===== src/tbn_defs.vh =====
// Constants for the Type B network command handler
`ifndef TBN_DEFS_VH
`define TBN_DEFS_VH
`define TBN_CMD_REQ      8'h05
`define TBN_CMD_ATTRIB   8'h1d
`define TBN_CMD_DESEL    8'hc2
`define TBN_SM_NIB       4'h5
`define TBN_ATQB_IND     8'h50
`define TBN_ATTRIB_OK    8'h00
`define TBN_AFI_ANY      8'h00
`define TBN_NIB_ZERO     4'h0
`define TBN_PI_BYTE0     8'h77
`define TBN_PI_BYTE1     8'h11
`define TBN_FWI          4'h6
`define TBN_ADC          2'h0
`define TBN_FO           2'h1
`define TBN_PAR_WUP      3
`define TBN_ATQB_LEN     4'hc
`define TBN_LEN_REQ      4'h3
`define TBN_LEN_SM       4'h1
`define TBN_LEN_ATT      4'h9
`define TBN_CODE_MAX     3'h4
`define TBN_ST_IDLE      3'h0
`define TBN_ST_WAIT      3'h1
`define TBN_ST_READY     3'h2
`define TBN_ST_ACTIVE    3'h3
`define TBN_ST_HALT      3'h4
`define TBN_LFSR_SEED    16'hace1
`endif


===== src/tbn_handler.v =====
// Card-side Type B network command handler
// Frames arrive as bytes with CRC already checked and stripped; the
// response stream is sent without SOF, CRC or EOF, which the framer adds.
`default_nettype none
`include "tbn_defs.vh"
module tbn_handler (
    // Clock and reset
    input  wire        clk_i,
    input  wire        rst_i,
    // Received frame bytes, CRC stripped
    input  wire        rx_valid_i,
    input  wire [7:0]  rx_data_i,
    input  wire        rx_sof_i,
    input  wire        rx_eof_i,
    // Card identity and configuration
    input  wire [63:0] uid_i,
    input  wire [31:0] app_data_i,
    input  wire [7:0]  afi_i,
    // Response byte stream
    output reg         tx_valid_o,
    output reg  [7:0]  tx_data_o,
    output reg         tx_last_o,
    input  wire        tx_ready_i,
    // Status
    output reg  [2:0]  state_o,
    output reg  [3:0]  cid_o,
    output reg  [3:0]  slot_o,
    output reg         active_o
);
    // ------------------------------------------------------------
    // Frame capture
    // ------------------------------------------------------------
    reg  [2:0]  state;
    reg  [3:0]  cid;
    reg  [3:0]  slot;
    reg  [7:0]  b0;
    reg  [7:0]  b1;
    reg  [7:0]  b2;
    reg  [7:0]  b5;
    reg  [31:0] pupi_rx;
    reg  [3:0]  nbytes;
    reg  [15:0] lfsr;
    reg         frame_done;

    always @(posedge clk_i) begin
        if (rst_i) begin
            b0         <= 8'h00;
            b1         <= 8'h00;
            b2         <= 8'h00;
            b5         <= 8'h00;
            pupi_rx    <= 32'h00000000;
            nbytes     <= 4'h0;
            frame_done <= 1'b0;
        end else begin
            frame_done <= 1'b0;
            if (rx_sof_i)
                nbytes <= 4'h0;
            if (rx_valid_i) begin
                // Payload between start of frame and CRC
                case (rx_sof_i ? 4'h0 : nbytes)
                4'h0: b0 <= rx_data_i;
                4'h1: begin
                    b1      <= rx_data_i;
                    pupi_rx <= {24'h000000, rx_data_i};
                end
                4'h2: begin
                    b2      <= rx_data_i;
                    pupi_rx[15:8] <= rx_data_i;
                end
                4'h3: pupi_rx[23:16] <= rx_data_i;
                4'h4: pupi_rx[31:24] <= rx_data_i;
                4'h8: b5 <= rx_data_i;
                default: b5 <= b5;
                endcase
                if (nbytes != 4'hf)
                    nbytes <= (rx_sof_i ? 4'h0 : nbytes) + 4'h1;
            end
            if (rx_eof_i)
                frame_done <= 1'b1;
        end
    end

    // ------------------------------------------------------------
    // Decode
    // ------------------------------------------------------------
    wire       is_req   = (b0 == `TBN_CMD_REQ);
    wire       is_wup   = b2[`TBN_PAR_WUP];
    wire       afi_ok   = (b1 == `TBN_AFI_ANY) ||
                          ((b1[3:0] == `TBN_NIB_ZERO) &&
                           (b1[7:4] == afi_i[7:4])) ||
                          (b1 == afi_i);
    wire       code_ok  = (b2[2:0] <= `TBN_CODE_MAX);
    wire       is_sm    = (b0[3:0] == `TBN_SM_NIB) &&
                          (b0[7:4] != `TBN_NIB_ZERO);
    wire       is_att   = (b0 == `TBN_CMD_ATTRIB);
    wire       is_des   = (b0 == `TBN_CMD_DESEL);
    wire       pupi_ok  = (pupi_rx == uid_i[31:0]);
    wire [3:0] nmask;
    reg  [3:0] draw;

    // Slot count minus one as a mask: 1,2,4,8,16 slots
    assign nmask = (b2[2:0] == 3'h0) ? 4'h0 :
                   (b2[2:0] == 3'h1) ? 4'h1 :
                   (b2[2:0] == 3'h2) ? 4'h3 :
                   (b2[2:0] == 3'h3) ? 4'h7 : 4'hf;

    always @* begin
        draw = lfsr[3:0] & nmask;
    end

    // ------------------------------------------------------------
    // State machine
    // ------------------------------------------------------------
    reg        send_atqb;
    reg        send_ack;
    reg        send_att;
    reg  [2:0] next_state;
    reg  [3:0] next_slot;
    reg  [3:0] next_cid;
    reg        req_take;

    always @* begin
        next_state = state;
        next_slot  = slot;
        next_cid   = cid;
        send_atqb  = 1'b0;
        send_att   = 1'b0;
        send_ack   = 1'b0;
        req_take   = 1'b0;
        if (frame_done) begin
            if (is_req && (nbytes == `TBN_LEN_REQ) && code_ok) begin
                case (state)
                `TBN_ST_IDLE, `TBN_ST_WAIT, `TBN_ST_READY:
                    req_take = 1'b1;
                `TBN_ST_HALT:
                    req_take = is_wup;
                default:
                    req_take = 1'b0;
                endcase
            end
            if (req_take) begin
                if (!afi_ok) begin
                    next_state = `TBN_ST_IDLE;
                end else if (nmask == 4'h0 || draw == 4'h0) begin
                    // Slot value zero here stands for slot one
                    next_state = `TBN_ST_READY;
                    next_slot  = 4'h0;
                    send_atqb  = 1'b1;
                end else begin
                    next_state = `TBN_ST_WAIT;
                    next_slot  = draw;
                end
            end else if (state == `TBN_ST_WAIT && is_sm &&
                         nbytes == `TBN_LEN_SM) begin
                // Any slot order accepted
                if (b0[7:4] == slot) begin
                    next_state = `TBN_ST_READY;
                    send_atqb  = 1'b1;
                end
            end else if (state == `TBN_ST_READY && is_att &&
                         nbytes >= `TBN_LEN_ATT && pupi_ok) begin
                next_state = `TBN_ST_ACTIVE;
                next_cid   = b5[3:0];
                send_att   = 1'b1;
            end else if (state == `TBN_ST_ACTIVE && is_des) begin
                next_state = `TBN_ST_HALT;
                send_ack   = 1'b1;
            end
        end
    end

    // ------------------------------------------------------------
    // Response sequencer into the buffer
    // ------------------------------------------------------------
    reg  [3:0] tx_idx;
    reg  [3:0] tx_len;
    reg        tx_busy;
    reg        tx_kind;
    reg  [7:0] tx_byte;
    wire       buf_ready;
    wire       buf_valid;
    wire [7:0] buf_data;
    wire       push = tx_busy & buf_ready;

    always @* begin
        case (tx_idx)
        4'h0: tx_byte = tx_kind ? {4'h0, cid} : `TBN_ATQB_IND;
        4'h1: tx_byte = uid_i[7:0];
        4'h2: tx_byte = uid_i[15:8];
        4'h3: tx_byte = uid_i[23:16];
        4'h4: tx_byte = uid_i[31:24];
        4'h5: tx_byte = app_data_i[7:0];
        4'h6: tx_byte = app_data_i[15:8];
        4'h7: tx_byte = app_data_i[23:16];
        4'h8: tx_byte = app_data_i[31:24];
        4'h9: tx_byte = `TBN_PI_BYTE0;
        4'ha: tx_byte = `TBN_PI_BYTE1;
        4'hb: tx_byte = {`TBN_FWI, `TBN_ADC, `TBN_FO};
        default: tx_byte = 8'h00;
        endcase
    end

    always @(posedge clk_i) begin
        if (rst_i) begin
            state   <= `TBN_ST_IDLE;
            cid     <= 4'h0;
            slot    <= 4'h0;
            lfsr    <= `TBN_LFSR_SEED;
            tx_idx  <= 4'h0;
            tx_len  <= 4'h0;
            tx_busy <= 1'b0;
            tx_kind <= 1'b0;
        end else begin
            state <= next_state;
            cid   <= next_cid;
            slot  <= next_slot;
            lfsr  <= {lfsr[14:0], lfsr[15] ^ lfsr[13] ^ lfsr[12] ^ lfsr[10]};
            if (send_atqb) begin
                tx_busy <= 1'b1;
                tx_idx  <= 4'h0;
                tx_len  <= `TBN_ATQB_LEN;
                tx_kind <= 1'b0;
            end else if (send_att || send_ack) begin
                tx_busy <= 1'b1;
                tx_idx  <= 4'h0;
                tx_len  <= 4'h1;
                tx_kind <= send_att;
            end else if (push) begin
                tx_idx <= tx_idx + 4'h1;
                if (tx_idx + 4'h1 == tx_len)
                    tx_busy <= 1'b0;
            end
        end
    end

    // Byte and last-flag travel together through the buffer
    wire [8:0] push_word = {(tx_idx + 4'h1 == tx_len),
                            (tx_len == 4'h1 && !tx_kind) ?
                            `TBN_ATTRIB_OK : tx_byte};
    wire [8:0] pop_word;
    wire       out_take = buf_valid & (~tx_valid_o | tx_ready_i);

    tbn_buf #(
        .W(9)
    ) u_buf (
        .clk_i       (clk_i),
        .rst_i       (rst_i),
        .in_valid_i  (tx_busy),
        .in_ready_o  (buf_ready),
        .in_data_i   (push_word),
        .out_valid_o (buf_valid),
        .out_ready_i (~tx_valid_o | tx_ready_i),
        .out_data_o  (pop_word)
    );
    assign buf_data = pop_word[7:0];

    // ------------------------------------------------------------
    // Registered outputs
    // ------------------------------------------------------------
    always @(posedge clk_i) begin
        if (rst_i) begin
            tx_valid_o <= 1'b0;
            tx_data_o  <= 8'h00;
            tx_last_o  <= 1'b0;
            state_o    <= `TBN_ST_IDLE;
            cid_o      <= 4'h0;
            slot_o     <= 4'h0;
            active_o   <= 1'b0;
        end else begin
            if (out_take) begin
                tx_valid_o <= 1'b1;
                tx_data_o  <= buf_data;
                tx_last_o  <= pop_word[8];
            end else if (tx_ready_i) begin
                tx_valid_o <= 1'b0;
            end
            state_o  <= state;
            cid_o    <= cid;
            slot_o   <= slot;
            active_o <= (state == `TBN_ST_ACTIVE);
        end
    end
endmodule
`default_nettype wire


===== src/tbn_buf.v =====
// Two-entry valid/ready buffer for response bytes
`default_nettype none
module tbn_buf #(
    parameter W = 8
) (
    // Clock and reset
    input  wire         clk_i,
    input  wire         rst_i,
    // Fill side
    input  wire         in_valid_i,
    output wire         in_ready_o,
    input  wire [W-1:0] in_data_i,
    // Drain side
    output wire         out_valid_o,
    input  wire         out_ready_i,
    output wire [W-1:0] out_data_o
);
    reg [W-1:0] mem [0:1];
    reg         wp;
    reg         rp;
    reg [1:0]   cnt;
    wire        push;
    wire        pop;

    assign in_ready_o  = (cnt != 2'h2);
    assign out_valid_o = (cnt != 2'h0);
    assign out_data_o  = mem[rp];
    assign push = in_valid_i & in_ready_o;
    assign pop  = out_valid_o & out_ready_i;

    always @(posedge clk_i) begin
        if (rst_i) begin
            wp  <= 1'b0;
            rp  <= 1'b0;
            cnt <= 2'h0;
        end else begin
            if (push) begin
                mem[wp] <= in_data_i;
                wp      <= ~wp;
            end
            if (pop)
                rp <= ~rp;
            cnt <= cnt + {1'b0, push} - {1'b0, pop};
        end
    end
endmodule
`default_nettype wire


===== config.mk =====
export PLATFORM = sky130hd
export DESIGN_NAME = tbn_handler
export DESIGN_NICKNAME = d
export VERILOG_FILES = /design/src/tbn_handler.v /design/src/tbn_buf.v
export VERILOG_INCLUDE_DIRS = /design/src /design/src/src
export SDC_FILE = /design/constraint.sdc
export NUM_CORES = 1
export LEC_CHECK = 0
export BUFFER_PORTS_ARGS = -buffer_cell sky130_fd_sc_hd__buf_4
export CORE_ASPECT_RATIO = 1.2
export CORE_MARGIN = 2
export CORE_UTILIZATION = 36
export CTS_CLUSTER_SIZE = 14
export DETAILED_ROUTE_END_ITERATION = 8
export MAX_ROUTING_LAYER = met4
export PLACE_DENSITY_LB_ADDON = 0.2
export SYNTH_ARGS = -nofsm -noshare
export SYNTH_HDL_FRONTEND = slang
export SYNTH_HIERARCHICAL = 1
export SYNTH_SLANG_ARGS = --single-unit

===== constraint.sdc =====
create_clock -name clk_i -period 2.1 [get_ports clk_i]
set_input_delay 0.21 -clock clk_i [delete_from_list [all_inputs] [get_ports clk_i]]
set_output_delay 0.21 -clock clk_i [all_outputs]
set_load 0.05 [all_outputs]

==> run metrics <==
Net Switching=between 1.5 and 2 mW; Core ar.=about 17000 um2; Post-Syn Nets=approximately 800; Iter 0 DRT Violations=415; CTS sink cnt=approximately 130; Worst Clk Skew=between 0.007 and 0.008 ns; status=complete, but fails checks; critical path required time=between 2 and 2.5 ns; CTS Buf Count=17; RePlAce Congestion=about 0.92; crit path launch type=register; asr flop ratio synth=0%; initial antenna violation count=0; Slew headroom=between 50% and 60%; Logic pwr share=between 10% and 20%; DR vias=between 5000 and 6000; Die Wd=about 120 um; Synth Flop Type=dfxtp_1; die area=roughly 18000 um2; synth warn=6; Max-Cap Viols=0; Synth Instances=approximately 700; Ant. Diodes=0; # DRC=0; drt pass-1 iters=5; sequential area share after synthesis=between 40% and 50%; clk slew on worst S/H paths=roughly 0.06 ns; clock network power share=42.9%; synth unique cells=63; RSZ-0062 raised after global routing=yes; leakage power=around 3.3 nW; Tot Pwr=about 7.2 mW; post-synth top area share=between 30% and 40%; WL/cell=17.5 um; Worst Tran Pin Value=around 0.66 ns; CP max-delay cell=or4_4; internal power=roughly 5.2 mW; ratio of cells with drive above 1 in the final layout=between 20 and 30%; IO Port Bufs=approximately 110; vias in the first global route=5710; peak supply drop=0.555 mV; Final TNS setup=-1.15 ns; Pwr Density=roughly 860 nW/um2; post-synth design cell area=6230 um2; I/O pins=between 100 and 150; top-count cell post-synth=dfxtp_1; Routed Wire Length=18.8 mm; Core Rows=52; Final Hold Viols=0; Layout Nets=~980; Post-synth top cells=115 x dfxtp_1, 84 x nand2_1, 76 x a21oi_1, 44 x nand3_1, 43 x xnor2_1; Total GRT Usage=21.6%; ANT nets after route=0; Max FO, Critical Path=3; DPL Wire Length=approximately 14 mm; CP top delay family=simple AND/OR/NAND/NOR gates; clk_lat worst skew=approximately 0.42 ns; grt total ovfl=0; Avg Vias per Cell=5.28; synthesized area per cell=8.95 um2; CTS tree=yes; largest net degree at the start of global routing=between 60 and 70; Worst Hold Class=in2reg; Max Buffers Root-to-Sink=2; Seq pwr share=between 30% and 40%; Max Freq=between 0.4 and 0.5 GHz; Initial Utilization=a little under two fifths; # fillers=1603; kind of critical path=reg2reg; Syn-to-layout area delta=35.1%; post-route clock period utilization=109%; crit path buf inv count=1; first-pass GRT wire length=roughly 30 mm; register bit total from synthesis=around 130; final worst setup slack=-0.186 ns; Post-synth EDFFs=18; slowest stage delay, CP=between 0.5 and 0.6 ns; CP Capture Type=register; Die H=between 100 and 150 um; post-synth top area cell=dfxtp_1; CP Cell Sequence=or4_4, or3b_4, or3_4, buf_4, nor3b_4, o31ai_2, a21oi_1; Switching Fraction=roughly 27%; final setup fails=13; failing checks=setup timing; Data arrival, critical path=~2.6 ns; top post-synthesis cells by area=dfxtp_1 37%, edfxtp_1 8.7%, a21oi_1 6.1%; Slew Limit Fails=0; CTS root buf=clkbuf_16; post-route minimum period=2.29 ns; H-tree lvl count=4
## power by group through the flow
| stage | Combinational, mW | Clock, mW | Sequential (mW) |
|---|---|---|---|
| 6_report | 1.28 | 3.10 | 2.84 |
| 3_5_place_dp | 1.28 | 0 | 2.90 |
| 5_1_grt | 1.41 | 3.26 | 2.86 |
| 3_3_place_gp | 1.25 | 0 | 2.89 |
| 4_1_cts | 1.29 | 3.17 | 2.84 |
| 2_1_floorplan | 0.637 | 0 | 3.06 |
## kinds of logic after synthesis
| group | synth area share, % |
|---|---|
| buf+inv | 3.11 |
| mux | 4.42 |
| compound gates | 15.1 |
| simple gates | 22.2 |
| xor+xnor | 7.74 |
| fa+ha+maj | 1.81 |
| flops | 45.7 |
## per-layer routing
layer,track usage (%),up-vias,part of all wire [%]
li1,-,2787,-
met1,25.3,2721,42
met2,36.4,150,51
met3,3.91,40,4.5
met4,8.31,0,2.6
met5,-,-,0
## cell usage in the layout (no fill, tap or decap), types with 5 or more instances in the layout
cell and count:
xnor2_1 43, clkbuf_16 19, dfxtp_1 111, mux2_2 10
nor2b_1 24, a21oi_1 75, mux2i_1 12, a22oi_1 20
nor2_1 39, nor3b_1 5, xor2_1 12, o21ai_1 6
o21a_1 5, nor3_1 15, nor4_1 5, nand3_1 44
edfxtp_1 18, nand2_1 84, or2_2 8, o21ai_0 8
buf_4 165, ha_1 8, nand4_1 9, nand2b_1 6
inv_1 13
## metrics by stage
stage / cell area, um2 / setup slack (ns) / util [%] / hold WS [ns] / instances
2_1_floorplan: 6250 / -0.186 / - / 0.289 / 696
3_3_place_gp: 7660 / -0.232 / 45.3 / 0.391 / 1044
3_5_place_dp: 7660 / -0.258 / 45.3 / 0.398 / 1044
4_1_cts: 8370 / -0.168 / 49.5 / 0.0716 / 1079
5_1_grt: 8410 / -0.240 / 49.7 / 0.0856 / 1079
6_report: 8410 / -0.186 / 49.7 / 0.0874 / 1079
## sequential cells by signal, indices dropped and copies added (netlist names), 2 cells and up, named ones only
signal,cells
b0,8
b2,4
b5,4
cid,4
cid_o,4
lfsr,16
nbytes,4
pupi_rx,32
slot,4
slot_o,4
state,3
state_o,3
tx_data_o,8
tx_idx,4
tx_len,2
u_buf/cnt,2
u_buf/mem,18
## area by class of cell
type	count	area (um2)	area share, %
Timing Repair Buffer	171	1320	15.7
Sequential cell	133	2850	33.8
Multi-Input combinational cell	513	3290	39.1
Clock inverter	10	116	1.38
Inverter	14	52.6	0.625
Clock buffer	22	517	6.14
Tap cell	216	270	3.21
## path summary, 6_finish.rpt
kind / start / end / slack [ns] / depth (start not counted)
hold reg to reg: lfsr[14] / lfsr[15] / 0.41 / 1
setup reg to reg: b0[6] / state[1] / -0.19 / 7
setup / recovery: b0[6] / state[1] / -0.19 / 7
hold / removal: rx_data_i[5] / pupi_rx[29] / 0.09 / 3
## worst reg2reg max path, stage by stage (launching register included)
cell and delay, ns:
dfxtp_2 0.32, or4_4 0.53, or3b_4 0.39, or3_4 0.36, buf_4 0.15, nor3b_4 0.22
o31ai_2 0.09, a21oi_1 0.16
## repair_timing
| item | 4_1_cts | 5_1_grt |
|---|---|---|
| pin swaps | 8 | 1 |
| setup buffers | 1 | 0 |
| hold buffers | 2 | 0 |
| endpoints found under the hold margin | 2 | 0 |
| setup endpoints to repair | 19 | 23 |
| resized for setup | 11 | 12 |
Power figures use the tool's default switching activity.
